===== src/rtl/crd_defines.vh =====
// Constants for the console register display control
// Behaviour
// - Program counter shift enable withheld while run flag is reset.
// - Memory-to-instruction-register copy blocked at instruction end while not running.
// - Halted machine repeats a no-op in phase 5; no CPU shift of instruction register there, swap and clear shifts still run.
// - Register display by swap only while run and halt flags both reset.
// - Two display-select flags encode which register sits in instruction register.
// - Both display-select flags clear during phase 0 while running.
// - Halted, no time-share, selector differs from display state: swap flag set at T24.
// - Swap flag lasts one word cycle, cleared at T0 under phase condition.
// - During swap, instruction register and selected register shift together in a loop.
// - At swap-ending T0, display flags take moved register code or clear.
// - Selector back at instruction position with flag set: swap home at T24.
// - Flag set when step or run chosen: swap registers home first.
// - Run flag set at word end only with flags clear, not halted, run/step chosen.
// - While running the selector is ignored; swap stays reset, display flags change only by the phase 0 clear.
// - After halt instruction or parity halt, no swap until idle, and after parity halt also override continue.
// - Step held keeps halt flag set; on release halt clears, swap may follow.
// - Hold switch disables program counter shift enable.
// - Override continue: no parity halt; override halt: halt and keep parity flag.
// - Clear switch shifts instruction register with zero fill until all zero.
// - Load switches set instruction register bits without shift enable.
// - Four breakpoint switches selected by address bits 15 to 18 drive skip condition.
// - Enable switch forces interrupt enable; entry set at T10 of instruction end.
// - Halt from halt instruction stays set until control switch returns to idle or fill switch is set.
// - Fill switch clears halt but blocks run and swap flags until released.
`ifndef CRD_DEFINES_VH
`define CRD_DEFINES_VH

`define CRD_WORD_BITS     24
`define CRD_PHASE_W       3
`define CRD_PHASE_FETCH   3'h0
`define CRD_PHASE_NOP     3'h5
`define CRD_DISP_HOME     2'h0
`define CRD_DISP_EXT      2'h1
`define CRD_DISP_ACC      2'h2
`define CRD_DISP_IDX      2'h3
`define CRD_SKIP_ADDR_A   10
`define CRD_SKIP_ADDR_B   11
`define CRD_SKIP_SEL_LO   15
`define CRD_BKPT_COUNT    4
`define CRD_SWAP_CNT_W    5
`define CRD_SWAP_SHIFTS   5'h18
`define CRD_RESET_WORD    24'h00_0000

`endif


===== src/rtl/crd_console.v =====
// Console register display control top level
`timescale 1ns/10ps
`include "crd_defines.vh"
module crd_console #(
	parameter WIDTH = 24
) (
	input  wire                      mclk,
	input  wire                      reset_n,
	input  wire                      clk_en,
	input  wire                      bit_strobe,
	input  wire                      t0,
	input  wire                      t10,
	input  wire                      t24,
	input  wire                      word_end,
	input  wire                      instr_end,
	input  wire [`CRD_PHASE_W-1:0]   phase,
	input  wire                      phase_bit_one,
	input  wire                      time_share_active,
	input  wire                      halt_instr,
	input  wire                      run_position,
	input  wire                      step_position,
	input  wire                      select_a_position,
	input  wire                      select_b_position,
	input  wire                      select_x_position,
	input  wire                      fill_switch,
	input  wire                      hold_switch,
	input  wire                      parity_override_switch,
	input  wire                      mem_parity_error,
	input  wire                      parity_clear,
	input  wire                      clear_switch,
	input  wire [WIDTH-1:0]          load_switches,
	input  wire [3:0]                breakpoint_sw,
	input  wire                      enable_switch,
	input  wire                      int_enable_ff,
	input  wire                      pending_request_line,
	input  wire                      int_entry_ack,
	input  wire                      pc_shift_request,
	input  wire                      cpu_c_shift,
	input  wire                      cpu_c_serial_in,
	input  wire                      mem_copy_request,
	input  wire [WIDTH-1:0]          mem_data,
	input  wire                      acc_serial_out,
	input  wire                      ext_serial_out,
	input  wire                      idx_serial_out,
	output reg                       run_flag,
	output reg                       halt_flag,
	output reg                       display_sel_hi,
	output reg                       display_sel_lo,
	output reg                       swap_active,
	output reg                       parity_error_flag,
	output reg                       int_entry,
	output wire                      pc_shift_enable,
	output wire                      opcode_load_enable,
	output wire                      force_nop,
	output wire                      acc_shift_enable,
	output wire                      ext_shift_enable,
	output wire                      idx_shift_enable,
	output wire                      swap_serial_out,
	output wire                      skip_condition,
	output wire [WIDTH-1:0]          instr_word
);
	reg  [1:0]                  swap_code;
	reg  [`CRD_SWAP_CNT_W-1:0]  swap_count;
	reg                         halt_by_parity;
	wire [1:0]                  disp_state;
	reg  [1:0]                  sel_target;
	wire                        swap_shift;
	wire                        swap_done;
	wire                        halted_idle;
	wire                        want_swap;
	wire                        run_set;
	wire                        run_clear;
	wire                        halt_set;
	wire                        halt_clear;
	wire                        parity_halt;
	wire                        c_shift_en;
	wire                        c_serial_in;
	wire                        mem_copy;
	reg                         home_serial;
	wire                        int_set;

	assign disp_state = {display_sel_hi, display_sel_lo};

	// Selector position to display code
	always @* begin
		if (select_a_position)
			sel_target = `CRD_DISP_ACC;
		else if (select_b_position)
			sel_target = `CRD_DISP_EXT;
		else if (select_x_position)
			sel_target = `CRD_DISP_IDX;
		else
			sel_target = `CRD_DISP_HOME;
	end

	// Halt flag sources
	assign parity_halt = parity_error_flag & word_end & ~parity_override_switch
		& ~time_share_active;
	assign halt_set = (halt_instr & t0)
		| (instr_end & t0 & run_flag & ~run_position)
		| parity_halt;
	// Cleared only back at idle, parity condition gone, or by fill
	assign halt_clear = fill_switch
		| (~run_flag & ~run_position & ~step_position
		& ~(halt_by_parity & ~parity_override_switch));

	always @(posedge mclk or negedge reset_n) begin
		if (!reset_n) begin
			halt_flag      <= 1'b0;
			halt_by_parity <= 1'b0;
		end else if (clk_en) begin
			if (halt_set) begin
				halt_flag <= 1'b1;
				if (parity_halt)
					halt_by_parity <= 1'b1;
			end else if (halt_clear) begin
				halt_flag      <= 1'b0;
				halt_by_parity <= 1'b0;
			end
		end
	end

	// Parity error flag, held while override is at halt
	always @(posedge mclk or negedge reset_n) begin
		if (!reset_n)
			parity_error_flag <= 1'b0;
		else if (clk_en) begin
			if (mem_parity_error)
				parity_error_flag <= 1'b1;
			else if (parity_clear & parity_override_switch)
				parity_error_flag <= 1'b0;
		end
	end

	// Run flag
	assign run_set = word_end & (disp_state == `CRD_DISP_HOME) & ~halt_flag
		& (run_position | step_position) & ~fill_switch;
	assign run_clear = word_end & instr_end & halt_flag;

	always @(posedge mclk or negedge reset_n) begin
		if (!reset_n)
			run_flag <= 1'b0;
		else if (clk_en) begin
			if (run_clear)
				run_flag <= 1'b0;
			else if (run_set)
				run_flag <= 1'b1;
		end
	end

	// Swap request: selector change, return home, or home before step/run
	assign halted_idle = ~run_flag & ~halt_flag & ~time_share_active
		& ~fill_switch;
	assign want_swap = (sel_target != disp_state)
		| ((disp_state != `CRD_DISP_HOME) & (run_position | step_position));

	assign swap_shift = swap_active & bit_strobe
		& (swap_count != `CRD_SWAP_SHIFTS);
	assign swap_done = swap_active & t0 & phase_bit_one
		& (swap_count == `CRD_SWAP_SHIFTS);

	always @(posedge mclk or negedge reset_n) begin
		if (!reset_n) begin
			swap_active <= 1'b0;
			swap_code   <= `CRD_DISP_HOME;
			swap_count  <= {`CRD_SWAP_CNT_W{1'b0}};
		end else if (clk_en) begin
			if (run_flag) begin
				swap_active <= 1'b0;
				swap_count  <= {`CRD_SWAP_CNT_W{1'b0}};
			end else if (swap_done) begin
				swap_active <= 1'b0;
				swap_count  <= {`CRD_SWAP_CNT_W{1'b0}};
			end else if (swap_active) begin
				if (swap_shift)
					swap_count <= swap_count + 1'b1;
			end else if (t24 & halted_idle & want_swap) begin
				swap_active <= 1'b1;
				swap_count  <= {`CRD_SWAP_CNT_W{1'b0}};
				if (disp_state != `CRD_DISP_HOME)
					swap_code <= disp_state;
				else
					swap_code <= sel_target;
			end
		end
	end

	// Display-select flags
	always @(posedge mclk or negedge reset_n) begin
		if (!reset_n) begin
			display_sel_hi <= 1'b0;
			display_sel_lo <= 1'b0;
		end else if (clk_en) begin
			if (run_flag & (phase == `CRD_PHASE_FETCH)) begin
				display_sel_hi <= 1'b0;
				display_sel_lo <= 1'b0;
			end else if (swap_done) begin
				if (disp_state == `CRD_DISP_HOME) begin
					display_sel_hi <= swap_code[1];
					display_sel_lo <= swap_code[0];
				end else begin
					display_sel_hi <= 1'b0;
					display_sel_lo <= 1'b0;
				end
			end
		end
	end

	// Serial exchange loop between instruction and selected register
	always @* begin
		case (swap_code)
			`CRD_DISP_ACC: home_serial = acc_serial_out;
			`CRD_DISP_EXT: home_serial = ext_serial_out;
			`CRD_DISP_IDX: home_serial = idx_serial_out;
			default:       home_serial = 1'b0;
		endcase
	end

	assign acc_shift_enable = swap_shift & (swap_code == `CRD_DISP_ACC);
	assign ext_shift_enable = swap_shift & (swap_code == `CRD_DISP_EXT);
	assign idx_shift_enable = swap_shift & (swap_code == `CRD_DISP_IDX);

	// Instruction register shift sources; CPU shift blocked in the no-op phase
	assign c_shift_en = swap_shift | clear_switch
		| (cpu_c_shift & run_flag & (phase != `CRD_PHASE_NOP));
	assign c_serial_in = swap_shift ? home_serial
		: (clear_switch ? 1'b0 : cpu_c_serial_in);
	assign mem_copy = mem_copy_request & run_flag & ~swap_active;

	crd_instr_reg #(
		.WIDTH(WIDTH)
	) u_instr_reg (
		.mclk          (mclk),
		.reset_n       (reset_n),
		.clk_en        (clk_en),
		.shift_en      (c_shift_en),
		.serial_in     (c_serial_in),
		.mem_copy      (mem_copy),
		.mem_data      (mem_data),
		.load_switches (load_switches),
		.word          (instr_word),
		.msb_out       (swap_serial_out)
	);

	crd_breakpoint_skip #(
		.COUNT(4)
	) u_bkpt (
		.instr_word     (instr_word),
		.breakpoint_sw  (breakpoint_sw),
		.skip_condition (skip_condition)
	);

	// Program counter and opcode gating
	assign pc_shift_enable = pc_shift_request & run_flag & ~hold_switch
		& ~time_share_active;
	assign opcode_load_enable = run_flag;
	assign force_nop = ~run_flag;

	// Interrupt entry, forced enable by switch
	assign int_set = t10 & instr_end & pending_request_line
		& (int_enable_ff | enable_switch);

	always @(posedge mclk or negedge reset_n) begin
		if (!reset_n)
			int_entry <= 1'b0;
		else if (clk_en) begin
			if (int_set)
				int_entry <= 1'b1;
			else if (int_entry_ack)
				int_entry <= 1'b0;
		end
	end
endmodule


===== src/rtl/crd_instr_reg.v =====
// Instruction register with serial shift, clear, load switches and memory copy
`timescale 1ns/10ps
module crd_instr_reg #(
	parameter WIDTH = 24
) (
	input  wire             mclk,
	input  wire             reset_n,
	input  wire             clk_en,
	input  wire             shift_en,
	input  wire             serial_in,
	input  wire             mem_copy,
	input  wire [WIDTH-1:0] mem_data,
	input  wire [WIDTH-1:0] load_switches,
	output reg  [WIDTH-1:0] word,
	output wire             msb_out
);
	reg [WIDTH-1:0] next_word;

	assign msb_out = word[WIDTH-1];

	always @* begin
		next_word = word;
		if (mem_copy)
			next_word = mem_data;
		else if (shift_en)
			next_word = {word[WIDTH-2:0], serial_in};
		next_word = next_word | load_switches;
	end

	always @(posedge mclk or negedge reset_n) begin
		if (!reset_n)
			word <= {WIDTH{1'b0}};
		else if (clk_en)
			word <= next_word;
	end
endmodule


===== src/rtl/crd_breakpoint_skip.v =====
// Breakpoint switch selection for the skip-on-signal test
`timescale 1ns/10ps
`include "crd_defines.vh"
module crd_breakpoint_skip #(
	parameter COUNT = 4
) (
	input  wire [`CRD_WORD_BITS-1:0] instr_word,
	input  wire [COUNT-1:0]          breakpoint_sw,
	output wire                      skip_condition
);
	wire [COUNT-1:0] hit;
	genvar i;

	generate
		for (i = 0; i < COUNT; i = i + 1) begin : g_bkpt
			assign hit[i] = instr_word[`CRD_SKIP_SEL_LO + i] & breakpoint_sw[i];
		end
	endgenerate

	assign skip_condition = instr_word[`CRD_SKIP_ADDR_A] & ~instr_word[`CRD_SKIP_ADDR_B]
		& (|hit);
endmodule


===== config.mk =====
export PLATFORM = sky130hd
export DESIGN_NAME = crd_console
export DESIGN_NICKNAME = d
export VERILOG_FILES = /design/src/rtl/crd_console.v /design/src/rtl/crd_instr_reg.v /design/src/rtl/crd_breakpoint_skip.v
export VERILOG_INCLUDE_DIRS = /design/src /design/src/rtl
export SDC_FILE = /design/constraint.sdc
export NUM_CORES = 1
export LEC_CHECK = 0
export BUFFER_PORTS_ARGS = -buffer_cell sky130_fd_sc_hd__buf_2
export CAP_MARGIN = 20
export CORE_MARGIN = 3
export CORE_UTILIZATION = 41
export DETAILED_ROUTE_END_ITERATION = 10
export GPL_ROUTABILITY_DRIVEN = 0
export PLACE_DENSITY = 0.77
export SYNTH_ARGS = -nofsm -noshare
export SYNTH_HDL_FRONTEND = slang
export SYNTH_SLANG_ARGS = --single-unit

===== constraint.sdc =====
create_clock -name mclk -period 2 [get_ports mclk]
set_clock_uncertainty 0.2 [all_clocks]
set_input_delay 0 -clock mclk [delete_from_list [all_inputs] [get_ports mclk]]
set_output_delay 0 -clock mclk [all_outputs]
set_load 0.005 [all_outputs]

# After elaboration in Yosys (flattened, before gate mapping)
# Cells that the tools add are included.
[op_classes]
add_sub_neg = 1
n_eq_ne = 9
mux = 34
bitwise = 70
n_reduce_logical = 18
[op_table]
columns = ["op", "n"]
rows = [
  ["bitwise AND 1 bit", 49],
  ["2-to-1 mux 24 bit", 2],
  ["2-to-1 mux 5 bit", 5],
  ["bitwise OR 24 bit", 1],
  ["2-to-1 mux 1 bit", 22],
  ["inverter 1 bit", 12],
  ["nonzero test 2 bit", 6],
  ["AND reduction 2 bit", 5],
  ["2-to-1 mux 2 bit", 4],
  ["bitwise OR 1 bit", 8],
  ["AND reduction 3 bit", 2],
  ["adder 5 x 1 -> 5 bit, second input constant", 1],
  ["== test 5 bit, second input constant", 1],
  ["inequality test 5 bit, second input constant", 1],
  ["AND reduction 5 bit", 1],
  ["== test 2 bit, second input constant", 2],
  ["inequality test 4 x 2 -> 1 bit, second input constant", 1],
  ["nonzero test 4 bit", 1],
  ["OR reduction 4 bit", 1],
  ["logical NOT 3 bit", 1],
  ["inequality test 3 bit, second input constant", 1],
  ["one-hot mux 1 bit (3 select lines)", 1],
  ["== test 2 x 1 -> 1 bit, second input constant", 1],
  ["logical NOT 2 bit", 1],
  ["other kinds (2)", 2],
]
[word_totals]
reg_bits = 39
elab_cells = 143

# Depth between registers and ports, before layout
[depth]
depth_word = 10
mapped_depth = 10

# Modules after synthesis
# A second synthesis with hierarchy kept.
[unflattened]
hier_cells = 288
hier_area_um2 = 2602.5
[by_module_without_submodules]
columns = ["mod", "n_inst", "cells_each", "area_per_inst_um2", "seq_area_each_um2"]
rows = [
  ["crd_instr_reg", 1, 158, 1512.7, 600.6],
  ["crd_console", 1, 126, 1063.5, 375.4],
  ["crd_breakpoint_skip", 1, 4, 26.3, 0.0],
]

# Worst setup path after synthesis
# No wires, ideal clock.
[synth_timing]
path_type = "register to register"
start = "register swap_count[0]"
end = "register u_instr_reg.word[15]"
setup_ns = 0.134
arrival_ns = 1.723
slack_ns = -0.057
path_stages_with_launch = 11
n_path_buf = 3
synth_period_minus_slack_ns = 2.057
cell_sequence = "dfrtp_1 -> inv_1 -> ha_1 -> nand4b_1 -> and3_1 -> buf_6 -> nor3_4 -> buf_6 -> buf_4 -> a21oi_1 -> a2bb2oi_1"
[synth_via]
elab_chain_cells = 7
[synth_lines]
columns = ["element", "line_no", "rtl"]
rows = [
  ["start: declaration", "crd_console.v:63", "reg [`CRD_SWAP_CNT_W-1:0] swap_count;"],
  ["start signal: assignment", "crd_console.v:166", "swap_count <= {`CRD_SWAP_CNT_W{1'b0}};"],
  ["start signal: assignment", "crd_console.v:170", "swap_count <= {`CRD_SWAP_CNT_W{1'b0}};"],
  ["start signal: assignment", "crd_console.v:173", "swap_count <= {`CRD_SWAP_CNT_W{1'b0}};"],
  ["inequality test 5 bit (no line)", "n/a", ""],
  ["bitwise AND 1 bit", "crd_console.v:157", "assign swap_shift = swap_active & bit_strobe"],
  ["bitwise OR 1 bit (2 in series)", "crd_console.v:224", "assign c_shift_en = swap_shift | clear_switch"],
  ["2-to-1 mux 24 bit", "crd_instr_reg.v:25", "else if (shift_en)"],
  ["2-to-1 mux 24 bit", "crd_instr_reg.v:23", "if (mem_copy)"],
  ["bitwise OR 24 bit", "crd_instr_reg.v:27", "next_word = next_word | load_switches;"],
  ["end signal: assignment", "crd_instr_reg.v:32", "word <= {WIDTH{1'b0}};"],
  ["end signal: assignment", "crd_instr_reg.v:34", "word <= next_word;"],
  ["end: declaration", "crd_instr_reg.v:14", "output reg [WIDTH-1:0] word,"],
]
# No other way between the ends.
# A chain may end at the register's enable or synchronous reset.

# Final worst setup path
[layout_timing]
start = "register swap_active"
end = "register u_instr_reg.word[13]"
[layout_via]
elab_chain_cells = 7
elab_cells_between_ends = 9
[layout_lines]
columns = ["element", "line_no", "rtl"]
rows = [
  ["start: declaration", "crd_console.v:49", "output reg swap_active,"],
  ["start signal: assignment", "crd_console.v:164", "swap_active <= 1'b0;"],
  ["start signal: assignment", "crd_console.v:169", "swap_active <= 1'b0;"],
  ["start signal: assignment", "crd_console.v:172", "swap_active <= 1'b0;"],
  ["bitwise AND 1 bit (2 in series)", "crd_console.v:157", ""],
  ["bitwise OR 1 bit (2 in series)", "crd_console.v:224", ""],
  ["2-to-1 mux 24 bit", "crd_instr_reg.v:25", ""],
  ["2-to-1 mux 24 bit (*)", "crd_instr_reg.v:23", ""],
  ["bitwise OR 24 bit (*)", "crd_instr_reg.v:27", ""],
]
# Mark *: on every way between the ends. The rest lies on a longest branch, timed or not.

==> results.cfg <==
[run_status]
status = complete, but fails checks
failed_checks = setup timing

[global_routing]
antenna_found_initial = 2
grt_overflow = 0
grt_max_degree = 48
grt_pass1_vias = 3373
grt_util_all_layers_pct = 28.6
grt_pass1_wl_um = 16300

[critical_path]
worstPathCellList = inv_2, and3_1, buf_12, a211oi_1, a21oi_1, a2bb2oi_2
cp_max_fo = 25
critPathBufInv = 2
crit_arrival_ns = 2.42
critPathLaunchType = register
crit_type = reg2reg
crit_slowest_cell = a211oi_1
crit_family = compound AO/OA/AOI/OAI gates
slowest_delay_ns = 0.63
crit_required_ns = 1.95
cp-end-kind = register

[logic_synthesis]
synth_cell_type_count = 51
syn_avg_cell_area_um2 = 9.21
synth_ff_type = dfrtp_1
synth.most_common_cell = dfrtp_1
async_reset_ff_share_pct = 100
synth_cells = 266
ys_ff_latch = 39
syn-cell-area_um2 = 2450
synthTopCellsByArea = dfrtp_1, a2bb2oi_1, a211oi_1
synth-edff-count = 0
synth_nets = 357
synth_top_area_share_pct = 39.8
yosys.area.top_type = dfrtp_1
synth_seq_area_share_pct = 39.8
yosysWarnings = 0
synth_common_cells = dfrtp_1, a21oi_1, a2bb2oi_1, a211oi_1, o21ai_0

[route]
wirelength_um = 11900
vias = 3444
dr.pass1.iters = 6
drt_iter0_drc = 306
vias_per_cell = 6.26
drc = 0
drt.antenna.violating_nets = 0
routedWlPerCell_um = 21.7

[floorplan]
die_w_um = 83.3
rows = 27
start_util_pct = 43.4
dieArea_um2 = 6940
chipHeight_um = 83.3
core_um2 = 5640
ioPinCount = 128

[timing]
period_needed_ns = 2.47
finalMaxSlewViolations = 0
post-route-worst-setup-slack_ns = -0.470
hold_viol_final = 0
finalCritPeriodShare_pct = 124
grt_setup_unrepaired = true
relSlewSlack_pct = 53.2
max_clock_freq_ghz = 0.405
setup_violations = 26
tightest_slew_ns = 0.698

[cells_and_area]
layout.cells.non_filler = 550
synthToLayoutAreaGrowth_pct = 74.4
num-nets-final = 566
final_util_pct = 75.8
fillerInstances = 341
final_area_um2 = 4270
layout-drive-gt1-share_pct = 41.4

[cts]
clock-root-buffer = clkbuf_8
h-tree-depth = 2
cts_buffer_depth = 2
cts_buffers = 5
cts_tree = yes
clkTransAtPathRegs_ns = 0.10
clock-sinks = 39
clk_latency_ns = 0.31

[power_and_ir_drop]
ir_worst_vdd_v = 0.000407
power_density_nw_per_um2 = 651
power.leakage_nw = 1.89

[hold_path]
holdCritPathClass = in2reg

[placed_design]
dp.cells = 460
dpl.hpwl_um = 5650
place_ws_ns = 0.0156
numPortBuffers = 127
placed_area_um2 = 3190

[job]
cap_viol_max_count = 0
path summary, 6_finish.rpt:
kind                                         from  slack, ns              endpoint  cells past startpoint
worst max-delay path                  swap_active      -0.47  u_instr_reg.word[13]                      6
worst min-delay path            select_x_position       0.01          swap_code[0]                      5
worst max register to register        swap_active      -0.47  u_instr_reg.word[13]                      6
worst min register to register     halt_by_parity       0.34        halt_by_parity                      2
max in group asynchronous                 reset_n       0.45             int_entry                      3
min in group asynchronous                 reset_n       0.04  u_instr_reg.word[11]                      3
timing repair:
action | CTS | global route
endpoints found under the hold margin | 76 | 0
setup buffers | 0 | 7
gates resized for setup | 3 | 30
hold buffers | 69 | 0
cloned | 0 | 6
setup endpoints to repair | 1 | 34
pin swaps | 1 | 17
sequential cells by signal, summed over array words and instances, names as in the netlist:
register	count
display_sel_hi	1
display_sel_lo	1
halt_by_parity	1
halt_flag	1
int_entry	1
opcode_load_enable	1
parity_error_flag	1
swap_active	1
swap_code	2
swap_count	5
u_instr_reg.word	24
cells in the final DEF, fill, tap and decap left out, types with 4 or more instances in the layout:
master / n
a211oi_1: 21
a21oi_1: 22
a21oi_2: 6
a2bb2oi_1: 18
a2bb2oi_2: 6
buf_2: 126
buf_4: 21
buf_6: 4
clkbuf_8: 5
dfrtp_1: 38
dlygate4sd3_1: 68
inv_1: 12
nand2_1: 12
nand3_1: 4
nor2_1: 10
o21ai_0: 14
o21ai_1: 18
worst register-to-register path, cell delays in order (launching register included):
cell and delay, ns:
dfrtp_1 0.49, inv_2 0.13, and3_1 0.22, buf_12 0.17, a211oi_1 0.64, a21oi_1 0.25
a2bb2oi_2 0.22
cell families after synthesis:
group	Yosys count	share of synthesized area, %
and+or+nand+nor	52	12.7
DFF	39	39.8
muxes	3	1.48
adders and majority gates	2	1.02
AOI/OAI and AO/OA	133	37.0
buffers and inverters	37	8.01
where the power goes:
group / switching, W / total, W / internal (W) / leakage [nW]
logic: 0.000541 / 0.00111 / 0.000565 / 1.44
registers: 0.000106 / 0.000988 / 0.000882 / 0.395
clock network: 0.000318 / 0.000690 / 0.000372 / 0.0581
cell type report:
cell class | count | area, um^2 | share of cell area [%]
Antenna cell | 2 | 5.00 | 0.117
Sequential cell | 39 | 977 | 22.9
Inverter | 15 | 56.3 | 1.32
Timing Repair Buffer | 224 | 1630 | 38.1
Clock inverter | 3 | 43.8 | 1.02
Multi-Input combinational cell | 190 | 1400 | 32.8
Tap cell | 72 | 90.1 | 2.11
Clock buffer | 5 | 68.8 | 1.61
through the flow:
step                      total power, W  TNS (ns)  hold slack [ns]
after floorplan                  0.00141    -0.251           -0.496
after global placement           0.00168         0           -0.265
after detailed placement         0.00171         0           -0.258
after CTS                        0.00250         0          0.00124
after global routing             0.00290     -6.18           0.0180
final                            0.00278     -2.96           0.0139
metal layers:
layer / up-vias / part of all wire (%) / track usage [%]
met1: 1609 / 34 / 31.8
met2: 294 / 49 / 51.2
met4: 0 / 7.4 / 17.4
met3: 88 / 9.2 / 4.17
met5: - / 0 / 0
li1: 1453 / - / -
(Power assumes the default switching activity.)
